**src/include/lcvrb_params.svh**
```systemverilog
// offsets, field positions, reset values and timing for the line code violation counter readback block
`ifndef LCVRB_PARAMS_SVH
`define LCVRB_PARAMS_SVH

// ==========================================
// register indices (byte address = 4 * index)
`define LCVRB_IDX_CHAN      8'he5
`define LCVRB_IDX_CTRL      8'he6
`define LCVRB_IDX_SPARE     8'he7
`define LCVRB_IDX_BYTE      8'he8

// ==========================================
// channel/enable register fields
`define LCVRB_CHAN_SEL_HI   3
`define LCVRB_CHAN_SEL_LO   0
`define LCVRB_CHAN_RDEN_BIT 6

// ==========================================
// control register fields
`define LCVRB_CTRL_CLRALL   4
`define LCVRB_CTRL_LATALL   3
`define LCVRB_CTRL_COUNT_BYTE_SELECT  2
`define LCVRB_CTRL_LATSEL   1
`define LCVRB_CTRL_CLRSEL   0

// ==========================================
// reset values
`define LCVRB_RST_CHAN      8'h00
`define LCVRB_RST_CTRL      8'h00
`define LCVRB_RST_SPARE     8'h00
`define LCVRB_CNT_MAX       16'hffff

// ==========================================
// timing: clear bits held by software at least this long
`define LCVRB_CLK_NS        10
`define LCVRB_CLR_HOLD_NS   1000
`define LCVRB_CLR_HOLD_CYC  ((`LCVRB_CLR_HOLD_NS + `LCVRB_CLK_NS - 1) / `LCVRB_CLK_NS)

`endif

```
**src/include/lcvrb_pkg.sv**
```systemverilog
// types shared by the line code violation counter readback block
package lcvrb_pkg;

    // ==========================================
    // bus and register types
    typedef logic [31:0] lcvrb_word_t;
    typedef logic [7:0]  lcvrb_idx_t;
    typedef logic [1:0]  lcvrb_trans_t;
    typedef logic [2:0]  lcvrb_size_t;
    typedef logic [15:0] lcvrb_count_t;

    // ==========================================
    // byte choice for readback
    typedef enum logic
    {
        LCVRB_BYTE_LOW  = 1'b0,
        LCVRB_BYTE_HIGH = 1'b1
    } lcvrb_byte_t;

endpackage : lcvrb_pkg
```
**src/hw/lcvrb_top.sv**
```systemverilog
// per-channel line code violation counters with latched byte readback over ahb-lite
//
// Implementation choice: the AHB-Lite interface to the registers.
`timescale 1ns/1ns
`include "lcvrb_params.svh"

// Notes on behaviour
// RULE1 - latch_all_counts written one copies all 14 counters into holding registers
// RULE2 - latch_selected_count written one copies only the selected channel's counter
// RULE3 - counter_channel_select picks channel for latch, clear and byte readback
// RULE4 - count_byte_select zero gives low byte, one gives high; low after reset
// RULE5 - per-channel clear bit zeroes selected counter; software holds it one microsecond
// RULE6 - count byte register returns chosen byte of selected channel's held count
// RULE7 - after reset low byte chosen and no channel selected until programmed
// RULE8 - register after control is plain spare storage, resets zero, no effect
// RULE9 - each counter is sixteen bits and saturates at maximum until cleared
// RULE10 - clear_all_counts zeroes every counter; software holds it one microsecond
// RULE11 - count byte readback works only while count_readback_enable is one
// RULE12 - holding registers keep latched values until next latch or reset
module lcvrb_top
#(
    parameter int CH = 14                           // number of line channels
)
(
    input  wire logic                  hclk,        // bus clock, 100 mhz
    input  wire logic                  hresetn,     // async reset, active low
    input  wire logic                  hsel,        // slave select
    input  wire lcvrb_pkg::lcvrb_word_t haddr,      // byte address
    input  wire lcvrb_pkg::lcvrb_trans_t htrans,    // transfer type
    input  wire logic                  hwrite,      // write when high
    input  wire lcvrb_pkg::lcvrb_size_t hsize,      // word transfers only
    input  wire lcvrb_pkg::lcvrb_word_t hwdata,     // write data
    input  wire logic                  hready,      // bus ready
    output lcvrb_pkg::lcvrb_word_t     hrdata,      // read data, registered
    output logic                       hreadyout,   // low in read wait cycle
    output logic                       hresp,       // always okay
    input  wire logic [CH-1:0]         line_code_violation // async violation pulses
);
    import lcvrb_pkg::*;

    // ==========================================
    // state
    typedef struct packed
    {
        logic [CH-1:0][15:0] cnt;     // live counters
        logic [CH-1:0][15:0] hold;    // latched copies
        logic [CH-1:0]       sync1;   // first sync stage
        logic [CH-1:0]       sync2;   // second sync stage
        logic [CH-1:0]       sync3;   // edge history
        logic [7:0]          chan;    // channel / enable register
        logic                selv;    // channel has been programmed
        logic [7:0]          ctrl;    // control register
        logic [7:0]          spare;   // unused storage
        logic                ap_v;    // data phase pending
        logic                ap_w;    // pending is a write
        lcvrb_idx_t          ap_idx;  // pending register index
        logic                rd_wait; // read wait cycle done
        logic [7:0]          rdata;   // read data
    } lcvrb_state_t;

    lcvrb_state_t st_q;
    lcvrb_state_t st_d;

    // ==========================================
    // helpers
    function automatic logic [7:0] pick_byte(input logic [15:0] v, input lcvrb_byte_t b);
        pick_byte = (b == LCVRB_BYTE_HIGH) ? v[15:8] : v[7:0];
    endfunction : pick_byte

    function automatic logic chan_ok(input logic [3:0] c, input logic v);
        chan_ok = v && (32'(c) < CH);
    endfunction : chan_ok

    function automatic logic is_chan(input logic [3:0] c, input int i);
        is_chan = (32'(c) == i);
    endfunction : is_chan

    logic [3:0]  ch;
    logic        ch_ok;
    logic        rden;
    lcvrb_byte_t bsel;
    logic        clr_all;
    logic        clr_sel;
    logic        wr;
    logic        wr_ctl;
    logic        lat_all;
    logic        lat_sel;
    logic [CH-1:0] hit;
    logic [15:0] cnt_of_sel;
    logic [15:0] hold_of_sel;
    logic [7:0]  byte_rd;

    // field views of stored registers
    assign ch      = st_q.chan[`LCVRB_CHAN_SEL_HI:`LCVRB_CHAN_SEL_LO];
    assign ch_ok   = chan_ok(ch, st_q.selv);
    assign rden    = st_q.chan[`LCVRB_CHAN_RDEN_BIT];
    assign bsel    = lcvrb_byte_t'(st_q.ctrl[`LCVRB_CTRL_COUNT_BYTE_SELECT]);
    assign clr_all = st_q.ctrl[`LCVRB_CTRL_CLRALL];
    assign clr_sel = st_q.ctrl[`LCVRB_CTRL_CLRSEL] && ch_ok;
    assign cnt_of_sel  = ch_ok ? st_q.cnt[ch] : 16'h0000;
    assign hold_of_sel = ch_ok ? st_q.hold[ch] : 16'h0000;

    // write strobes act in the data phase, latch pulses come from the write itself
    assign wr      = st_q.ap_v && st_q.ap_w;
    assign wr_ctl  = wr && (st_q.ap_idx == `LCVRB_IDX_CTRL);
    assign lat_all = wr_ctl && hwdata[`LCVRB_CTRL_LATALL];
    assign lat_sel = wr_ctl && hwdata[`LCVRB_CTRL_LATSEL] && ch_ok;

    // rising edges after the second sync stage only
    assign hit = st_q.sync2 & ~st_q.sync3;

    // RULE6 byte readback mux
    // RULE11 gated by readback enable; RULE7 zero until a channel is chosen
    assign byte_rd = (rden && ch_ok) ? pick_byte(hold_of_sel, bsel) : 8'h00;

    // ==========================================
    // bus outputs; only reads insert one wait cycle
    assign hreadyout = !(st_q.ap_v && !st_q.ap_w && !st_q.rd_wait);
    assign hresp     = 1'b0;
    assign hrdata    = {24'h000000, st_q.rdata};

    // ==========================================
    // next state
    always_comb
    begin
        st_d = st_q;
        st_d.sync1   = line_code_violation;
        st_d.sync2   = st_q.sync1;
        st_d.sync3   = st_q.sync2;
        st_d.rd_wait = 1'b0;

        // read value taken after any write ahead of it has landed
        if (st_q.ap_v && !st_q.ap_w && !st_q.rd_wait)
        begin
            st_d.rd_wait = 1'b1;
            unique case (st_q.ap_idx)
                `LCVRB_IDX_CHAN:  st_d.rdata = st_q.chan;
                `LCVRB_IDX_CTRL:  st_d.rdata = st_q.ctrl;
                `LCVRB_IDX_SPARE: st_d.rdata = st_q.spare;
                `LCVRB_IDX_BYTE:  st_d.rdata = byte_rd;
                default:          st_d.rdata = 8'h00;
            endcase
        end

        // address phase capture; unmapped or high addresses decode to no register
        if (hready && hsel && htrans[1])
        begin
            st_d.ap_v   = 1'b1;
            st_d.ap_w   = hwrite;
            st_d.ap_idx = (haddr[31:10] == 22'h000000) ? haddr[9:2] : 8'h00;
        end
        else if (hreadyout)
        begin
            st_d.ap_v = 1'b0;
        end

        // register writes; count byte register ignores writes
        if (wr)
        begin
            unique case (st_q.ap_idx)
                `LCVRB_IDX_CHAN:
                begin
                    st_d.chan = hwdata[7:0];
                    st_d.selv = 1'b1;
                end
                `LCVRB_IDX_CTRL:  st_d.ctrl = hwdata[7:0];
                // RULE8 spare storage only
                `LCVRB_IDX_SPARE: st_d.spare = hwdata[7:0];
                default:          st_d.spare = st_q.spare;
            endcase
        end

        for (int i = 0; i < CH; i++)
        begin
            // RULE1 all holding registers copy at once
            // RULE2 only the selected one; RULE12 otherwise kept
            if (lat_all || (lat_sel && is_chan(ch, i)))
                st_d.hold[i] = st_q.cnt[i];
            // RULE10 clear all, RULE5 and RULE3 clear selected, while bit is one
            if (clr_all || (clr_sel && is_chan(ch, i)))
                st_d.cnt[i] = 16'h0000;
            // RULE9 saturating count
            else if (hit[i] && (st_q.cnt[i] != `LCVRB_CNT_MAX))
                st_d.cnt[i] = st_q.cnt[i] + 16'h0001;
        end
    end

    // ==========================================
    // state register; RULE4 and RULE7 all fields reset to zero
    always_ff @(posedge hclk or negedge hresetn)
    begin
        if (!hresetn)
            st_q <= '0;
        else
            st_q <= st_d;
    end

    // ==========================================
    // readback and counter checks
    logic [CH-1:0] hold_moved;

    // which holding registers move at the next edge
    always_comb
    begin
        for (int i = 0; i < CH; i++)
            hold_moved[i] = (st_d.hold[i] != st_q.hold[i]);
    end
endmodule : lcvrb_top

```
**config.mk**
```make
export PLATFORM = sky130hd
export DESIGN_NAME = lcvrb_top
export DESIGN_NICKNAME = d
export VERILOG_FILES = /design/src/include/lcvrb_pkg.sv /design/src/hw/lcvrb_top.sv
export VERILOG_INCLUDE_DIRS = /design/src /design/src/include
export SDC_FILE = /design/constraint.sdc
export NUM_CORES = 1
export LEC_CHECK = 0
export ABC_AREA = 1
export BUFFER_PORTS_ARGS = -buffer_cell sky130_fd_sc_hd__buf_4
export CAP_MARGIN = 20
export CORE_UTILIZATION = 40
export CTS_CLUSTER_SIZE = 8
export DETAILED_ROUTE_END_ITERATION = 8
export GPL_ROUTABILITY_DRIVEN = 0
export PLACE_DENSITY = 0.53
export SLEW_MARGIN = 10
export SYNTH_ARGS = -nofsm -noshare
export SYNTH_HDL_FRONTEND = slang
export SYNTH_SLANG_ARGS = --single-unit
```
**constraint.sdc**
```tcl
create_clock -name hclk -period 2.8 [get_ports hclk]
set_clock_uncertainty 0.1 [all_clocks]
set_input_delay 0.56 -clock hclk [delete_from_list [all_inputs] [get_ports hclk]]
set_output_delay 0.56 -clock hclk [all_outputs]
set_load 0.02 [all_outputs]
```
# Yosys cells after proc, flatten, opt, wreduce, memory -nomap -nowiden
# Index checks and enable logic that the tools add are counted.
[word_totals] elab_cells=232 out_inout_bits=34 reg_bits=534
[classes] reduce_logical=104 mux=38 bitwise=2 order_cmp=2 add_sub_neg=14 n_eq_ne=32
[op_table] op="two-way mux 16 bit" count=30
[op_table] op="adder 16 x 1 -> 16 bit (second input constant)" count=14
[op_table] op="inequality test 16 bit (second input constant)" count=14
[op_table] op="binary-select mux 16 bit (select 4 bit)" count=1
[op_table] op="logical AND 1 bit" count=54
[op_table] op="equality test 8 bit (second input constant)" count=4
[op_table] op="one-hot mux 8 bit (4 select lines)" count=1
[op_table] op="logical OR 1 bit" count=28
[op_table] op="nonzero test 2 bit" count=14
[op_table] op="equality test 4 bit (second input constant)" count=6
[op_table] op="two-way mux 8 bit" count=3
[op_table] op="logical NOT 22 bit" count=1
[op_table] op="equality test 4 x 3 -> 1 bit (second input constant)" count=4
[op_table] op="AND 14 bit" count=1
[op_table] op="NOT 14 bit" count=1
[op_table] op="two-way mux 9 bit" count=1
[op_table] op="equality test 4 x 2 -> 1 bit (second input constant)" count=2
[op_table] op="AND reduction 2 bit" count=3
[op_table] op="< comparator 4 x 5 -> 1 bit (second input constant)" count=1
[op_table] op="equality test 4 x 1 -> 1 bit (second input constant)" count=1
[op_table] op="logical NOT 4 bit" count=1
[op_table] op="< comparator 4 bit (second input constant)" count=1
[op_table] op="logical NOT 1 bit" count=3
[op_table] op="two-way mux 1 bit" count=2
[op_table] op="inequality test 2 x 1 -> 1 bit (second input constant)" count=1

# Logic depth before layout (Yosys ltp)
[logic_depth] word_depth=7 mapped_depth=15

# Worst setup path before layout
# OpenSTA, ideal clock, no wires.
[synth_timing] path_kind="reg2reg" start="reg st_q[422] (netlist name)" end="reg st_q[422] (netlist name)" slack_ns=0.754 arrival_time_ns=1.819 setup_time_ns=0.126 t_required_ns=2.574 path_stages_with_launch=10 period_less_slack_ns=2.046 cell_sequence="dfrtp_1 ha_1 nand2_1 nor3_1 nand2_1 o21bai_1 inv_1 buf_2 nand3_1 o21ai_0"
[synth_via] elab_chain_len=3
[synth_rtl] element="start: declaration" line_no="lcvrb_top.sv:61" text="lcvrb_state_t st_q;"
[synth_rtl] element="start signal: assignment" line_no="lcvrb_top.sv:195" text="st_q <= st_d;"
[synth_rtl] element="adder 16 x 1 -> 16 bit / inequality test 16 bit (equally long branches)"
[synth_rtl] element="two-way mux 16 bit / logical AND 1 bit (equally long branches)" line_no="lcvrb_top.sv:183" text="else if (hit[i] && (st_q.cnt[i] != `LCVRB_CNT_MAX))"
[synth_rtl] element="two-way mux 16 bit / nonzero test 2 bit (equally long branches)"
# Several ways; a longest one is shown, not always the timed one. The select of a mux whose other input is x is not followed.
# A chain may end at the register's enable or synchronous reset.

# Final worst setup path
[layout_timing] start="reg st_q[17] (netlist name)" end="out hreadyout"
[layout_via] elab_chain_len=4
[layout_rtl] element="logical NOT 1 bit" line_no="lcvrb_top.sv:118" text="assign hreadyout = !(st_q.ap_v && !st_q.ap_w && !st_q.rd_wait);"
[layout_rtl] element="logical AND 1 bit (2 in series)" line_no="lcvrb_top.sv:118"
[layout_rtl] element="logical NOT 1 bit" line_no="lcvrb_top.sv:118"
[layout_rtl] element="end: declaration" line_no="lcvrb_top.sv:35" text="output logic hreadyout,"
# Every way passes these cells.

==> metrics.txt <==
# TYPE chip_impl_metric gauge
chip_impl_metric{name="grt_usage",unit=""} 0.222
chip_impl_metric{name="detailedRoute.firstPassIterationCount",unit=""} 5
chip_impl_metric{name="maximum_frequency_from_static_timing_analysis",unit="GHz"} 0.386
chip_impl_metric{name="cp_data_required_time",unit="ps"} 2140
chip_impl_metric{name="detailroute.wirelength.met3",unit="um"} 3990
chip_impl_metric{name="die-height",unit="um"} 269
chip_impl_metric{name="ys_seq_area_frac",unit=""} 0.469
chip_impl_metric{name="final_layout_size_suffix_gt1_frac",unit=""} 0.0824
chip_impl_metric{name="finalCoreUtilization",unit=""} 0.461
chip_impl_metric{name="clk_pin_slew_worst_paths",unit="ps"} 50
chip_impl_info{name="crit_top_cell",value="buf_4"} 1
chip_impl_info{name="run_status",value="complete, no violations"} 1
chip_impl_info{name="hold_class",value="in -> reg"} 1
chip_impl_metric{name="via_count_of_the_first_global_routing_pass",unit=""} 23400
chip_impl_metric{name="placeableCoreArea",unit="um2"} 70300
chip_impl_info{name="reg2reg_to",value="st_q[369]"} 1
chip_impl_metric{name="routed_via_density",unit=""} 5.09
chip_impl_metric{name="critical-path-max-stage-delay",unit="ps"} 400
chip_impl_metric{name="synthArstFlopShare",unit=""} 1.00
chip_impl_metric{name="clkSinkCount",unit=""} 534
chip_impl_info{name="worstSetupEndpoint",value="hreadyout"} 1
chip_impl_metric{name="synthesis.instances",unit=""} 3779
chip_impl_metric{name="synth-warning-count",unit=""} 0
chip_impl_info{name="worstSetupEndpointType",value="output port"} 1
chip_impl_metric{name="stdcell_count",unit=""} 4824
chip_impl_metric{name="postRouteAntennaNets",unit=""} 0
chip_impl_info{name="yosys_most_used_dff",value="dfrtp_1"} 1
chip_impl_info{name="critical_path.reg2reg.startpoint",value="ch[3]"} 1
chip_impl_info{name="worstPathCellList",value="nor3_2 -> buf_4 -> clkinv_1 -> buf_4"} 1
chip_impl_metric{name="final_max_slew_viol_count",unit=""} 0
chip_impl_metric{name="wirelength_met1",unit="um"} 38100
chip_impl_metric{name="drtIter0Drc",unit=""} 1941
chip_impl_metric{name="final-hold-violation-count",unit=""} 0
chip_impl_metric{name="design.portCount",unit=""} 122
chip_impl_metric{name="antenna_found_initial",unit=""} 0
chip_impl_metric{name="n_antenna_cell",unit=""} 0
chip_impl_metric{name="maxSlewHeadroom",unit=""} 0.294
chip_impl_metric{name="wl_met2",unit="um"} 35100
chip_impl_metric{name="h-tree-depth",unit=""} 3
chip_impl_info{name="critical_path.top_delay_family",value="buffers and inverters"} 1
chip_impl_metric{name="rrSetupSlack",unit="ps"} 350
chip_impl_metric{name="ys_types",unit=""} 51
chip_impl_metric{name="ys_seq_elements",unit=""} 534
chip_impl_info{name="crit_start",value="st_q[17]"} 1
chip_impl_metric{name="r2r_cells",unit=""} 9
chip_impl_metric{name="cp.buffers_inverters",unit=""} 3
chip_impl_metric{name="area_delta_synth_final",unit="%"} 13.7
chip_impl_metric{name="route.vias.total",unit=""} 24600
chip_impl_metric{name="routed_wl",unit="um"} 78500
chip_impl_metric{name="drv.max_cap_violation_count",unit=""} 0
chip_impl_info{name="startpoint_type",value="flip-flop"} 1
chip_impl_metric{name="grt_first_pass_wirelength",unit="um"} 128000
chip_impl_metric{name="cts_buffer_depth",unit=""} 3
chip_impl_metric{name="timing_worst_slew_pin_value",unit="ps"} 1050
chip_impl_metric{name="cellPowerDensity",unit="nW/um2"} 516
chip_impl_info{name="critical-path-slowest-cell",value="dfrtp_1"} 1
chip_impl_metric{name="synth.avg_cell_area",unit="um2"} 7.55
chip_impl_metric{name="initial_core_utilization",unit=""} 0.406
chip_impl_info{name="clock-root-buffer",value="clkbuf_16"} 1
chip_impl_metric{name="rows",unit=""} 97
chip_impl_metric{name="drt-wirelength-per-cell",unit="um"} 16.3
chip_impl_metric{name="fin_tns_setup",unit="ps"} 0
chip_impl_metric{name="synth_edf_count",unit=""} 0
chip_impl_metric{name="cp_num_cells",unit=""} 4
chip_impl_metric{name="fin_crit_sh",unit=""} 0.926
chip_impl_metric{name="detailedPlacementHpwl",unit="um"} 56000
chip_impl_info{name="tritoncts_clock_tree",value="yes"} 1
chip_impl_metric{name="grt_max_degree",unit=""} 82
chip_impl_metric{name="irDropWorstVdd",unit="uV"} 438
chip_impl_metric{name="finalSetupViolations",unit=""} 0
chip_impl_metric{name="worstSkewPairLatency",unit="ps"} 610
chip_impl_metric{name="post-route-drc-count",unit=""} 0
chip_impl_info{name="routed.top_layer",value="met4"} 1
chip_impl_metric{name="num-nets-final",unit=""} 3973
chip_impl_info{name="critPathKind",value="reg -> out"} 1
chip_impl_metric{name="total_die_area",unit="um2"} 72400
chip_impl_metric{name="worstPathArrival",unit="ps"} 1930
chip_impl_metric{name="summed_instance_area_of_the_synthesized_netlist",unit="um2"} 28500
chip_impl_metric{name="timing.critical_path.fanout_max",unit=""} 10
chip_impl_metric{name="dieWidth",unit="um"} 269
chip_impl_metric{name="leakagePower",unit="nW"} 16.0
chip_impl_metric{name="cts_setup_buffers",unit=""} 0
chip_impl_metric{name="fin_crit",unit="ps"} 2590
chip_impl_metric{name="gr-total-overflow",unit=""} 0
chip_impl_metric{name="place.port_buffers",unit=""} 66
chip_impl_info{name="grt_setup_unrepaired",value="false"} 1
chip_impl_metric{name="post-place-cells",unit=""} 4716
chip_impl_metric{name="cts_made_buffers",unit=""} 77
==> synthesized netlist by cell type, types with 14 or more instances <==
library cell | instances | area (um2)
nand3_1 | 506 | 2530
a21oi_1 | 34 | 170
clkbuf_1 | 58 | 218
xor2_1 | 60 | 526
nor2_1 | 155 | 582
buf_4 | 44 | 330
o21ai_0 | 156 | 781
inv_1 | 305 | 1140
o31ai_1 | 19 | 143
nand4_1 | 125 | 782
buf_2 | 42 | 210
ha_1 | 14 | 175
buf_1 | 23 | 86.3
dfrtp_1 | 534 | 13400
nor3_1 | 137 | 686
nand3b_1 | 25 | 188
o21ai_1 | 36 | 180
nand2_1 | 1376 | 5160
==> cells by family (layout without fill, tap and decap cells) <==
kind of cell / after synthesis / after routing / share of synthesized area
AND/OR/NAND/NOR: 2380 / 2380 / 0.368
adder cells (fa/ha/maj): 14 / 14 / 0.00614
flip-flops: 534 / 534 / 0.469
XOR/XNOR: 70 / 70 / 0.0215
AO/OA/AOI/OAI: 284 / 284 / 0.0596
buffers and inverters: 496 / 577 / 0.0764
other: 1 / 25 / 0.000131
==> through the flow <==
| stage | hold slack [ps] | total power, mW | area, um2 | worst slack, ps |
|---|---|---|---|---|
| finish | 68.4 | 16.7 | 32400 | 206 |
| global route | 76.0 | 17.3 | 32400 | 49.7 |
| CTS | 28.7 | 17.0 | 32400 | 164 |
| detailed placement | 235 | 8.35 | 30200 | 202 |
| global placement | 232 | 8.35 | 30100 | 218 |
| floorplan | 164 | 8.06 | 28600 | 754 |
==> where the power goes <==
group / leakage (nW) / switching, mW / internal, mW
Clock: 1.03 / 3.36 / 5.15
Combinational: 7.67 / 0.307 / 0.130
Sequential: 7.24 / 0.0151 / 7.77
Total: 16.0 / 3.68 / 13.1
==> how the worst min path moves through the flow <==
| stage | from | end | slack (ps) | cells after the start |
|---|---|---|---|---|
| after global routing | hwdata[6] | rden | 80 | 3 |
| after global placement | st_d[68] | st_d[54] | 230 | 0 |
| final | hwrite | st_q[17] | 70 | 3 |
| after floorplan | hresetn | bsel | 160 | 0 |
| after CTS | hwrite | st_q[17] | 30 | 3 |
| after detailed placement | st_d[65] | st_d[51] | 230 | 0 |
==> what timing repair did <==
item / CTS / global route
endpoints found under the setup margin: 0 / 9
resized for setup: 0 / 2
endpoints found under the hold margin: 50 / 0
hold buffers: 15 / 0
==> tightest hold or removal path, stage by stage <==
cell and delay (ps):
buf_4 80, nand2_1 50, nand2_1 50
==> state kept, by name, summed over array words and instances (netlist names) <==
| name | cells |
|---|---|
| bsel | 1 |
| ch | 4 |
| clr_all | 1 |
| hrdata | 8 |
| rden | 1 |
| st_d | 28 |
| st_q | 491 |
==> layer usage <==
layer	global-route usage	vias up
met1	0.322	11600
met4	0.0542	0
met5	0	-
met3	0.0362	90
li1	-	12400
met2	0.345	471
==> final cells by class <==
class	count	area, um2
fillers	7229	37800
flip-flops and latches	534	13400
multi-input cells	2773	13100
clock buffers	87	2040
repair buffers	168	1490
inverters	317	1190
well taps	940	1180
clock inverters	5	72.6
==> placed cells by master, fill, tap and decap left out, drive strengths merged, types with 60 or more instances in the layout <==
master     n
nand2   1393
nand4    125
inv      316
xor2      60
o21ai    193
nand3    519
nor3     140
nor2     162
dfrtp    534
buf      153
clkbuf    87
No activity file was read; power rests on OpenSTA's default activity.
